==> src/rtl/bde_consts.svh <==
// Constants for the decimal adjust, decrement and compare-skip execution block.
`ifndef BDE_CONSTS_SVH
`define BDE_CONSTS_SVH
`define BDE_OP_DECADJ      16'h0007
`define BDE_DEC_PFX        6'h01
`define BDE_DEC_PFX_LSB    10
`define BDE_CPL_PFX        7'h30
`define BDE_CPL_PFX_LSB    9
`define BDE_DEST_BIT       9
`define BDE_ACC_BIT        8
`define BDE_IDX_LIMIT      8'h5f
`define BDE_NIB_MAX        4'h9
`define BDE_NIB_ADJ        4'h6
`define BDE_W_RST          8'h00
`define BDE_STAT_RST       5'h00
`define BDE_BSR_RST        4'h0
`define BDE_OFF_REG_CTRL   12'h000
`define BDE_OFF_REG_W      12'h004
`define BDE_OFF_REG_STATUS 12'h008
`define BDE_OFF_REG_BSR    12'h00c
`define BDE_OFF_REG_IDX_BASE 12'h010
`define BDE_OFF_REG_INSTR  12'h014
`define BDE_OFF_REG_NEXT   12'h018
`define BDE_OFF_REG_FILE   12'h01c
`define BDE_OFF_REG_EXEC   12'h020
`endif

==> src/rtl/bde_pkg.sv <==
// Types shared by the execution block.
package bde_pkg;
    typedef enum logic [1:0] {
        BDE_IDLE,
        BDE_MEM_RD,
        BDE_SKIP
    } bde_state_t;
endpackage : bde_pkg

==> src/rtl/bde_exec.sv <==
// Execution of decimal adjust, decrement file and compare-less-skip, APB controlled.
//
// The placing of the registers and the APB slave port were left to the implementer.
`timescale 1ns/100ps
`include "bde_consts.svh"
module bde_exec (
    input  wire logic        clk,
    input  wire logic        rst_n,
    input  wire logic        psel,
    input  wire logic        penable,
    input  wire logic        pwrite,
    input  wire logic [11:0] paddr,
    input  wire logic [31:0] pwdata,
    output logic      [31:0] prdata,
    output logic             pready,
    output logic             pslverr,
    output logic             mem_re,
    output logic             mem_we,
    output logic      [11:0] mem_addr,
    output logic      [7:0]  mem_wdata,
    input  wire logic [7:0]  mem_rdata
);
    // ------------------------------------------------------------
    // Software visible state
    // ------------------------------------------------------------
    logic [7:0]  w_acc, next_w_acc;
    logic [4:0]  stat, next_stat;          // Negative, overflow, zero, digit carry, carry.
    logic [3:0]  bank_select_register, next_bank_select_register;
    logic [11:0] index_base, next_index_base;
    logic        ext_en, next_ext_en;
    logic [15:0] instr, next_instr;
    logic        skip_two_word, next_skip_two_word;
    logic        skip_flag, next_skip_flag;
    logic [7:0]  file_val, next_file_val;
    logic [1:0]  nop_left, next_nop_left;
    logic [1:0]  nop_cnt, next_nop_cnt;
    bde_pkg::bde_state_t state, next_state;
    logic [31:0] next_prdata;
    logic        next_pready, next_pslverr;
    logic        next_mem_re, next_mem_we;
    logic [11:0] next_mem_addr;
    logic [7:0]  next_mem_wdata;

    // Decode helpers.
    logic        is_decadj, is_dec, is_cpl, acc_a, dst_d;
    logic [7:0]  faddr;
    logic [11:0] eff_addr;
    logic [3:0]  lo_adj, hi_adj;
    logic        lo_fix, hi_fix;
    logic [4:0]  lo_sum, hi_base;
    logic [8:0]  dec_sum;
    logic [4:0]  dec_lo;
    logic [7:0]  dec_res;
    logic        wr_acc, setup_acc, go;

    // ------------------------------------------------------------
    // Instruction decode and addressing
    // ------------------------------------------------------------
    // Combinational decode of the held instruction word.
    always_comb begin
        is_decadj = (instr == `BDE_OP_DECADJ);
        is_dec    = (instr[15:`BDE_DEC_PFX_LSB] == `BDE_DEC_PFX);
        is_cpl    = (instr[15:`BDE_CPL_PFX_LSB] == `BDE_CPL_PFX);
        dst_d     = instr[`BDE_DEST_BIT];
        acc_a     = instr[`BDE_ACC_BIT];
        faddr     = instr[7:0];
        if (!acc_a && ext_en && faddr <= `BDE_IDX_LIMIT) begin
            eff_addr = index_base + {4'h0, faddr};
        end else if (!acc_a) begin
            eff_addr = faddr[7] ? {4'hf, faddr} : {4'h0, faddr};
        end else begin
            eff_addr = {bank_select_register, faddr};
        end
    end

    // ------------------------------------------------------------
    // Arithmetic
    // ------------------------------------------------------------
    // Decimal adjust and decrement datapaths.
    always_comb begin
        lo_fix  = (w_acc[3:0] > `BDE_NIB_MAX) || stat[1];
        lo_adj  = lo_fix ? `BDE_NIB_ADJ : 4'h0;
        lo_sum  = {1'b0, w_acc[3:0]} + {1'b0, lo_adj};
        // The low nibble's carry must reach the high nibble before it is tested,
        // otherwise sums such as 15 + 15 come out one ten short.
        hi_base = {1'b0, w_acc[7:4]} + {4'h0, lo_sum[4]};
        hi_fix  = (hi_base > {1'b0, `BDE_NIB_MAX}) || stat[0];
        hi_adj  = hi_fix ? `BDE_NIB_ADJ : 4'h0;
        // Decrement as f + 0xFF so carry and digit carry are the no-borrow outputs.
        dec_sum = {1'b0, file_val} + 9'h0ff;
        dec_lo  = {1'b0, file_val[3:0]} + 5'h0f;
        dec_res = dec_sum[7:0];
    end

    // ------------------------------------------------------------
    // Sequencer and APB slave
    // ------------------------------------------------------------
    // Next-state logic for execution and the register port.
    always_comb begin
        next_w_acc          = w_acc;
        next_stat           = stat;
        next_bank_select_register = bank_select_register;
        next_index_base     = index_base;
        next_ext_en         = ext_en;
        next_instr          = instr;
        next_skip_two_word  = skip_two_word;
        next_skip_flag      = skip_flag;
        next_file_val       = file_val;
        next_nop_left       = nop_left;
        next_nop_cnt        = nop_cnt;
        next_state          = state;
        next_prdata         = prdata;
        next_pready         = 1'b0;
        next_pslverr        = 1'b0;
        next_mem_re         = 1'b0;
        next_mem_we         = 1'b0;
        next_mem_addr       = mem_addr;
        next_mem_wdata      = mem_wdata;
        setup_acc           = psel && !penable;
        wr_acc              = psel && penable && pready && pwrite;
        go                  = 1'b0;
        // The setup cycle decides ready, error and read data, so they stand in the access phase.
        if (setup_acc && pwrite) begin
            next_pready = 1'b1;
            case (paddr)
                `BDE_OFF_REG_CTRL, `BDE_OFF_REG_W, `BDE_OFF_REG_STATUS, `BDE_OFF_REG_BSR,
                `BDE_OFF_REG_IDX_BASE, `BDE_OFF_REG_INSTR, `BDE_OFF_REG_NEXT,
                `BDE_OFF_REG_EXEC:   next_pslverr = 1'b0;
                default:             next_pslverr = 1'b1;
            endcase
        end else if (setup_acc) begin
            next_pready = 1'b1;
            case (paddr)
                `BDE_OFF_REG_CTRL:   next_prdata = {31'h0, ext_en};
                `BDE_OFF_REG_W:      next_prdata = {24'h0, w_acc};
                `BDE_OFF_REG_STATUS: next_prdata = {27'h0, stat};
                `BDE_OFF_REG_BSR:    next_prdata = {28'h0, bank_select_register};
                `BDE_OFF_REG_IDX_BASE: next_prdata = {20'h0, index_base};
                `BDE_OFF_REG_INSTR:  next_prdata = {16'h0, instr};
                `BDE_OFF_REG_NEXT:   next_prdata = {31'h0, skip_two_word};
                `BDE_OFF_REG_FILE:   next_prdata = {24'h0, file_val};
                `BDE_OFF_REG_EXEC:   next_prdata = {26'h0, nop_cnt, skip_flag,
                                                    state != bde_pkg::BDE_IDLE, 2'h0};
                default: begin
                    next_prdata  = 32'h0000_0000;
                    next_pslverr = 1'b1;
                end
            endcase
        end
        // A write lands only at the edge that completes the access phase.
        if (wr_acc) begin
            case (paddr)
                `BDE_OFF_REG_CTRL:     next_ext_en = pwdata[0];
                `BDE_OFF_REG_W:        next_w_acc = pwdata[7:0];
                `BDE_OFF_REG_STATUS:   next_stat = pwdata[4:0];
                `BDE_OFF_REG_BSR:      next_bank_select_register = pwdata[3:0];
                `BDE_OFF_REG_IDX_BASE: next_index_base = pwdata[11:0];
                `BDE_OFF_REG_INSTR:    next_instr = pwdata[15:0];
                `BDE_OFF_REG_NEXT:     next_skip_two_word = pwdata[0];
                `BDE_OFF_REG_EXEC:     go = (state == bde_pkg::BDE_IDLE);
                default:               go = 1'b0;
            endcase
        end
        case (state)
            bde_pkg::BDE_IDLE: begin
                if (go && is_decadj) begin
                    // One cycle: read the accumulator, adjust both digits, write it back.
                    next_w_acc = {hi_base[3:0] + hi_adj, lo_sum[3:0]};
                    if (hi_fix) begin
                        next_stat[0] = 1'b1;
                    end
                end else if (go && (is_dec || is_cpl)) begin
                    // Counters of the previous command start afresh, so no stale count shows.
                    next_mem_re    = 1'b1;
                    next_mem_addr  = eff_addr;
                    next_nop_cnt   = 2'h0;
                    next_skip_flag = 1'b0;
                    next_state     = bde_pkg::BDE_MEM_RD;
                end
            end
            bde_pkg::BDE_MEM_RD: begin
                // The operand is taken at the edge that closes the read strobe's cycle.
                next_file_val = mem_rdata;
                next_state    = bde_pkg::BDE_IDLE;
                if (is_dec) begin
                    next_state    = bde_pkg::BDE_SKIP;
                    next_nop_left = 2'h0;
                end else if (mem_rdata < w_acc) begin
                    next_skip_flag = 1'b1;
                    next_nop_left  = skip_two_word ? 2'h2 : 2'h1;
                    next_state     = bde_pkg::BDE_SKIP;
                end else begin
                    next_skip_flag = 1'b0;
                end
            end
            bde_pkg::BDE_SKIP: begin
                if (is_dec && nop_left == 2'h0) begin
                    // Decrement result and flags from the fetched operand.
                    next_stat = {dec_res[7], file_val == 8'h80, dec_res == 8'h00,
                                 dec_lo[4], dec_sum[8]};
                    if (dst_d) begin
                        next_mem_we    = 1'b1;
                        next_mem_wdata = dec_res;
                    end else begin
                        next_w_acc = dec_res;
                    end
                    next_state = bde_pkg::BDE_IDLE;
                end else begin
                    // Discarded fetch executes as a no-operation cycle.
                    next_nop_cnt  = nop_cnt + 2'h1;
                    next_nop_left = nop_left - 2'h1;
                    if (nop_left == 2'h1) begin
                        next_state = bde_pkg::BDE_IDLE;
                    end
                end
            end
            default: next_state = bde_pkg::BDE_IDLE;
        endcase
    end

    // Registers only.
    always_ff @(posedge clk or negedge rst_n) begin
        if (!rst_n) begin
            w_acc                <= `BDE_W_RST;
            stat                 <= `BDE_STAT_RST;
            bank_select_register <= `BDE_BSR_RST;
            index_base           <= 12'h000;
            ext_en               <= 1'b0;
            instr                <= 16'h0000;
            skip_two_word        <= 1'b0;
            skip_flag            <= 1'b0;
            file_val             <= 8'h00;
            nop_left             <= 2'h0;
            nop_cnt              <= 2'h0;
            state                <= bde_pkg::BDE_IDLE;
            prdata               <= 32'h0000_0000;
            pready               <= 1'b0;
            pslverr              <= 1'b0;
            mem_re               <= 1'b0;
            mem_we               <= 1'b0;
            mem_addr             <= 12'h000;
            mem_wdata            <= 8'h00;
        end else begin
            w_acc                <= next_w_acc;
            stat                 <= next_stat;
            bank_select_register <= next_bank_select_register;
            index_base           <= next_index_base;
            ext_en               <= next_ext_en;
            instr                <= next_instr;
            skip_two_word        <= next_skip_two_word;
            skip_flag            <= next_skip_flag;
            file_val             <= next_file_val;
            nop_left             <= next_nop_left;
            nop_cnt              <= next_nop_cnt;
            state                <= next_state;
            prdata               <= next_prdata;
            pready               <= next_pready;
            pslverr              <= next_pslverr;
            mem_re               <= next_mem_re;
            mem_we               <= next_mem_we;
            mem_addr             <= next_mem_addr;
            mem_wdata            <= next_mem_wdata;
        end
    end
endmodule : bde_exec

==> config.mk <==
export PLATFORM = sky130hd
export DESIGN_NAME = bde_exec
export DESIGN_NICKNAME = d
export VERILOG_FILES = /design/src/rtl/bde_pkg.sv /design/src/rtl/bde_exec.sv
export VERILOG_INCLUDE_DIRS = /design/src /design/src/rtl
export SDC_FILE = /design/constraint.sdc
export NUM_CORES = 1
export LEC_CHECK = 0
export BUFFER_PORTS_ARGS = -buffer_cell sky130_fd_sc_hd__buf_4
export CAP_MARGIN = 20
export CORE_ASPECT_RATIO = 1.75
export CORE_MARGIN = 3
export CORE_UTILIZATION = 43
export CTS_CLUSTER_DIAMETER = 40
export DETAILED_ROUTE_END_ITERATION = 16
export GPL_ROUTABILITY_DRIVEN = 0
export HOLD_SLACK_MARGIN = 0.15
export MAX_ROUTING_LAYER = met4
export PLACE_DENSITY_LB_ADDON = 0.12
export SYNTH_ARGS = -nofsm -noshare
export SYNTH_HDL_FRONTEND = slang
export SYNTH_SLANG_ARGS = --single-unit
==> constraint.sdc <==
create_clock -name clk -period 5.5 [get_ports clk]
set_input_delay 0 -clock clk [delete_from_list [all_inputs] [get_ports clk]]
set_output_delay 0 -clock clk [all_outputs]
set_load 0.02 [all_outputs]
After elaboration in Yosys (flattened, before gate mapping)

Cells that the tools add are included.

Add/sub/neg operators: 8
$lt $le $gt $ge: 4
Equality and inequality tests: 21
Mux-type cells: 54
Bitwise gates (word level): 2
Reductions and logical operators: 37

Operators by type and width:

| kind                | number |
|---|---|
| $pmux 16 s9         | 1 |
| $eq 12x5->1 const B | 4 |
| $mux 8              | 5 |
| $mux 12             | 3 |
| $mux 2              | 13 |
| $eq 12x4->1 const B | 2 |
| $mux 1              | 20 |
| $eq 16x3->1 const B | 1 |
| $pmux 8 s2          | 1 |
| $mux 5              | 3 |
| $add 12x8->12       | 1 |
| $eq 12x3->1 const B | 1 |
| $eq 12x6->1 const B | 1 |
| $logic_not 12->1    | 1 |
| $reduce_and 2->1    | 6 |
| $reduce_and 3->1    | 4 |
| $logic_and 1x1->1   | 10 |
| $add 8x8->9 const B | 1 |
| $reduce_or 9->1     | 1 |
| $eq 8x8->1 const B  | 1 |
| $le 8x7->1 const B  | 1 |
| $logic_not 8->1     | 1 |
| $lt 8x8->1          | 1 |
| $pmux 2 s2          | 2 |
| other kinds (26)    | 41 |

Bits in registers: 118
Input port bits: 57
Output and inout port bits: 56
Logic and storage cells: 145

Logic depth before layout (Yosys ltp)

Word-level depth: 11
Gate-level depth with buffers: 17
Mapped depth without buffers: 17

Worst setup path before layout

OpenSTA, ideal clock, no wires.

Path kind: reg2reg
Start point: register w_acc[2]
End point: register w_acc[6]
Setup time: 83 ps
Arrival time: 3035 ps
Data required time: 5417 ps
Slack: 2383 ps
Stages on the path, launching flop included: 18
Buffers on the path: 0
Clock period less this slack: 3117 ps
Path through: dfrtp_1 > o21ai_0 > nand2b_1 > ha_1 > a21oi_1 > nor2_1 > ha_1 > ha_1 > a21oi_1 > nor2_1 > a211oi_1 > inv_1 > ha_1 > inv_1 > fa_1 > inv_1 > a2bb2oi_1 > o21ai_0

Cells in the longest elaborated chain, start to end: 11

RTL lines:

| element                  | RTL line        | RTL |
|---|---|---|
| start: declaration       | bde_exec.sv:26  | `logic [7:0] w_acc, next_w_acc;` |
| start signal: assignment | bde_exec.sv:224 | `` w_acc <= `BDE_W_RST; `` |
| start signal: assignment | bde_exec.sv:244 | `w_acc <= next_w_acc;` |
| $gt 4x4->1 (no line)     | n/a             |  |
| $logic_or 1x1->1         | bde_exec.sv:81  | `` lo_fix = (w_acc[3:0] > `BDE_NIB_MAX) \|\| stat[1]; `` |
| $mux 3                   | bde_exec.sv:82  | `` lo_adj = lo_fix ? `BDE_NIB_ADJ : 4'h0; `` |
| $add 4x3->5 (*)          | bde_exec.sv:83  | `lo_sum = {1'b0, w_acc[3:0]} + {1'b0, lo_adj};` |
| $add 4x1->5 (*)          | bde_exec.sv:86  | `hi_base = {1'b0, w_acc[7:4]} + {4'h0, lo_sum[4]};` |
| $gt 5x4->1               | bde_exec.sv:87  | `` hi_fix = (hi_base > {1'b0, `BDE_NIB_MAX}) \|\| stat[0]; `` |
| $logic_or 1x1->1         | bde_exec.sv:87  |  |
| $mux 3                   | bde_exec.sv:88  | `` hi_adj = hi_fix ? `BDE_NIB_ADJ : 4'h0; `` |
| $add 4x3->4 (*)          | bde_exec.sv:168 | `next_w_acc = {hi_base[3:0] + hi_adj, lo_sum[3:0]};` |
| $mux 8 (*)               | bde_exec.sv:166 | `if (go && is_decadj) begin` |
| $pmux 8 s2 (*)           | bde_exec.sv:164 | `case (state)` |
| named net next_w_acc[6]  | bde_exec.sv:26  |  |

Mark *: on every way through the listed nets, which the timed path passes. The rest lies on a longest branch.
A chain may end at the register's enable or synchronous reset.

Worst setup path in the final report

Ends and elaborated chain as after synthesis.

==> qor.csv <==
stage;metric;value;unit
clocking;Bufs on Longest Clock Path;2;
sta;pins over their slew limit;0;
power;areal power density over the cells;214;nW/um2
clocking;TritonCTS Sinks;102;
final_layout;post-layout instance count excluding filler cells;891;
setup_path;endpoint arrival time on the critical path;3.83;ns
drt;Routed WL;18300;um
final_layout;final design area excluding fillers;7460;um2
die;DIE WIDTH;96.7;um
clocking;Clock Root Buffer;sky130_fd_sc_hd__clkbuf_16;
setup_path;worst-path maximum fanout;6;
drt;number of design rule violations left after detail routing;0;
yosys;number of synthesis warnings;0;
sta;final worst clock skew;0.00920;ns
drt;detailed-routing iteration count for the pre-antenna-repair pass;5;
outcome;result of the run;finished, final reports clean;
sta;share of the clock period used by the worst path;64.6;%
yosys;register bit count reported by yosys;102;
clocking;number of buffers added to fix hold violations after cts;30;
final_layout;commonest non-fill, non-tap cell in the layout;sky130_fd_sc_hd__dfrtp_1;
final_layout;area occupied by multi-input gates;3330;um2
sta;max frequency;0.282;GHz
clocking;H-tree levels;3;
clocking;post-CTS setup buffers;0;
sta;Fin. Hold Viols;0;
drt;via count;5164;
clocking;clock-pin slew reported for the worst setup and hold paths after clock tree synthesis;0.08;ns
place;placed standard-cell area;6830;um2
drt;Routed wire per std cell;20.6;um
sta;shortest period the worst path allows;3.55;ns
final_layout;area added between synthesis and finish;20.5;%
clocking;count of instances resized after the clock tree is built;0;
job;count of maximum capacitance violations;0;
place;pre-CTS WS;1.95;ns
die;Die Height;165;um
yosys;EDFF count, synth;0;
clocking;clock buffer count from CTS;9;
sta;Final setup viols;0;
setup_path;Worst Setup Path Type;flip-flop to flip-flop;
final_layout;fillers;1324;
final_layout;number of diodes added for antenna fixing;0;
sta;pin slew with the least headroom to its limit;0.965;ns
global_route;first-pass GRT wire length;29000;um
setup_path;crit path launch type;flip-flop;
die;core box area;14000;um2
place;instance count after placement with tap cells included;845;
sta;Total Neg Setup Slack;0;ns
final_layout;leading cell types in the layout, fill and taps excluded;102 x sky130_fd_sc_hd__dfrtp_1, 84 x sky130_fd_sc_hd__buf_4, 55 x sky130_fd_sc_hd__o21ai_0;
final_layout;Reg area;2550;um2
global_route;via count of the first global-routing pass;5356;
setup_path;CP Capture Type;flip-flop;
clocking;clock network latency to the later pin of the worst-skew pair;0.36;ns
drt;drt via density;5.80;
place;count of buffers from port buffering;80;
clocking;TritonCTS clock tree;built;
global_route;initial antenna violation count;0;
die;Total Die Area;15900;um2
yosys;number of different library cells in the post-synthesis netlist;69;
power;peak supply drop;0.000128;V
global_route;Total Routing Usage GR;24.0;%
yosys;primary flip-flop cell chosen by synthesis mapping;sky130_fd_sc_hd__dfrtp_1;
power;post-route total power;1.59;mW
yosys;area share of the largest cell type after synthesis;41.2;%
drt;remaining number of nets flagged by the antenna check after routing;0;
power;Static Leak;3.47;nW
die;number of placed I/O pins;113;
final_layout;net total in the final layout;793;
final_layout;fraction of final layout cells with drive strength greater than 1;23.1;%
place;Detail Placement HPWL;14100;um
yosys;share of synthesized area occupied by flip-flops and latches;41.2;%
yosys;Post-Syn Instances;614;
yosys;average cell area after synthesis;10.1;um2
setup_path;required time of the worst setup path;5.78;ns
sta;PnR worst setup slack;1.95;ns
die;effective utilization at floorplan;44.3;%
global_route;final global-route overflow total;0;
sta;worst relative slew slack;35.7;%
yosys;most area-hungry cell type in the Yosys netlist;sky130_fd_sc_hd__dfrtp_1;
global_route;largest net degree at the start of global routing;70;
yosys;asr flop ratio synth;100;%
sta;setup repair after global routing missed its margin;false;
die;row count;57;
worst_hold_path;worst hold path class;input pin to asynchronous set/reset pin;
drt;number of DRC markers in iteration 0;288;
yosys;Syn Std Cell Area;6190;um2
yosys;leading post-synthesis cells by cell area;sky130_fd_sc_hd__dfrtp_1 41%, sky130_fd_sc_hd__mux2_2 6.7%, sky130_fd_sc_hd__ha_1 4.8%;
-- power by group --
group	internal, mW	switching [mW]
clock network	0.412	0.325
logic	0.0443	0.0622
registers	0.750	0.000611
total	1.21	0.388
-- sequential cells by signal (all words and copies together) (netlist names), 2 cells and up --
name,flops
nop_cnt,2
prdata,16
state,2
nop_left,2
stat,5
w_acc,8
bank_select_register,4
instr,16
file_val,8
index_base,12
mem_wdata,8
mem_addr,12
-- area by class of cell --
cell class,count,area share (%)
inverters,24,1.21
repair buffers,114,12.5
flip-flops and latches,102,34.2
multi-input cells,458,44.6
clock inverters,7,1.51
well taps,177,2.97
clock buffers,9,3.02
-- cell families (layout without fill, tap and decap cells) --
| group | Yosys count | count (layout) | synth area share (%) |
|---|---|---|---|
| other | 1 | 16 | 0.0605 |
| AO/OA/AOI/OAI | 141 | 141 | 15.0 |
| AND/OR/NAND/NOR | 197 | 197 | 18.5 |
| buffers and inverters | 69 | 154 | 5.90 |
| flip-flops | 102 | 102 | 41.2 |
| XOR/XNOR | 15 | 15 | 2.12 |
| multiplexers | 62 | 62 | 11.5 |
| adder cells (fa/ha/maj) | 27 | 27 | 5.82 |
-- cells in the mapped netlist, types with 3 or more instances --
library cell / count
sky130_fd_sc_hd__dfrtp_1: 102
sky130_fd_sc_hd__o21ai_0: 55
sky130_fd_sc_hd__nand2_1: 53
sky130_fd_sc_hd__mux2_2: 37
sky130_fd_sc_hd__nor2_1: 37
sky130_fd_sc_hd__ha_1: 24
sky130_fd_sc_hd__inv_1: 24
sky130_fd_sc_hd__buf_4: 19
sky130_fd_sc_hd__clkbuf_1: 19
sky130_fd_sc_hd__mux2i_1: 18
sky130_fd_sc_hd__a21oi_1: 17
sky130_fd_sc_hd__nand3_1: 16
sky130_fd_sc_hd__xnor2_1: 12
sky130_fd_sc_hd__a22o_1: 10
sky130_fd_sc_hd__nand4_1: 9
sky130_fd_sc_hd__nor3_1: 9
sky130_fd_sc_hd__a22oi_1: 8
sky130_fd_sc_hd__a211oi_1: 7
sky130_fd_sc_hd__a31oi_1: 7
sky130_fd_sc_hd__and3_1: 7
sky130_fd_sc_hd__a211o_1: 6
sky130_fd_sc_hd__mux2_4: 6
sky130_fd_sc_hd__nand2b_1: 6
sky130_fd_sc_hd__nor2b_1: 6
sky130_fd_sc_hd__nor4_1: 6
sky130_fd_sc_hd__a21o_1: 5
sky130_fd_sc_hd__and2_1: 4
sky130_fd_sc_hd__and4_1: 4
sky130_fd_sc_hd__nand3b_1: 4
sky130_fd_sc_hd__nor3_2: 4
sky130_fd_sc_hd__nor3b_1: 4
sky130_fd_sc_hd__or4_1: 4
sky130_fd_sc_hd__or4_4: 4
sky130_fd_sc_hd__a221oi_1: 3
sky130_fd_sc_hd__buf_2: 3
sky130_fd_sc_hd__fa_1: 3
sky130_fd_sc_hd__nor4_4: 3
sky130_fd_sc_hd__o211ai_1: 3
sky130_fd_sc_hd__o21a_1: 3
sky130_fd_sc_hd__or3_1: 3
sky130_fd_sc_hd__xor2_1: 3
-- critical path: stages, from the launching register on --
cell                        delay, ns
sky130_fd_sc_hd__dfrtp_1         0.47
sky130_fd_sc_hd__o21ai_0         0.19
sky130_fd_sc_hd__nand2b_1        0.14
sky130_fd_sc_hd__ha_1            0.29
sky130_fd_sc_hd__a21oi_1         0.06
sky130_fd_sc_hd__nor2_1          0.09
sky130_fd_sc_hd__ha_1            0.22
sky130_fd_sc_hd__nand3_1         0.11
sky130_fd_sc_hd__xnor2_1         0.28
sky130_fd_sc_hd__o21ai_0         0.13
sky130_fd_sc_hd__a211oi_1        0.49
sky130_fd_sc_hd__inv_1           0.09
sky130_fd_sc_hd__ha_1            0.20
sky130_fd_sc_hd__inv_1           0.07
sky130_fd_sc_hd__fa_1            0.42
sky130_fd_sc_hd__inv_1           0.07
sky130_fd_sc_hd__a2bb2oi_1       0.05
sky130_fd_sc_hd__o21ai_0         0.09
-- layer usage --
metal,GRT usage [%],share of wire (%)
met2,43.8,54
met3,2.66,3.8
met5,-,0
met1,24.5,36
met4,15.1,6.2
-- metrics by stage --
stage / hold WS (ns) / util (%)
2_1_floorplan: -0.296 / -
3_3_place_gp: -0.0252 / 48.8
3_5_place_dp: -0.0260 / 48.8
4_1_cts: 0.151 / 53.4
5_1_grt: 0.173 / 53.4
6_report: 0.126 / 53.4
-- worst paths after layout --
| path | from | to | cells past startpoint | slack (ns) |
|---|---|---|---|---|
| setup / recovery | w_acc[2] | w_acc[6] | 17 | 1.95 |
| hold / removal | rst_n | prdata[12] | 2 | 0.13 |
| setup reg to reg | w_acc[2] | w_acc[6] | 17 | 1.95 |
| hold reg to reg | mem_addr[4] | mem_addr[4] | 2 | 0.48 |
| max in group asynchronous | rst_n | stat[3] | 3 | 4.12 |
| min in group clk | paddr[5] | prdata[11] | 4 | 0.16 |
(Power assumes the default switching activity.)
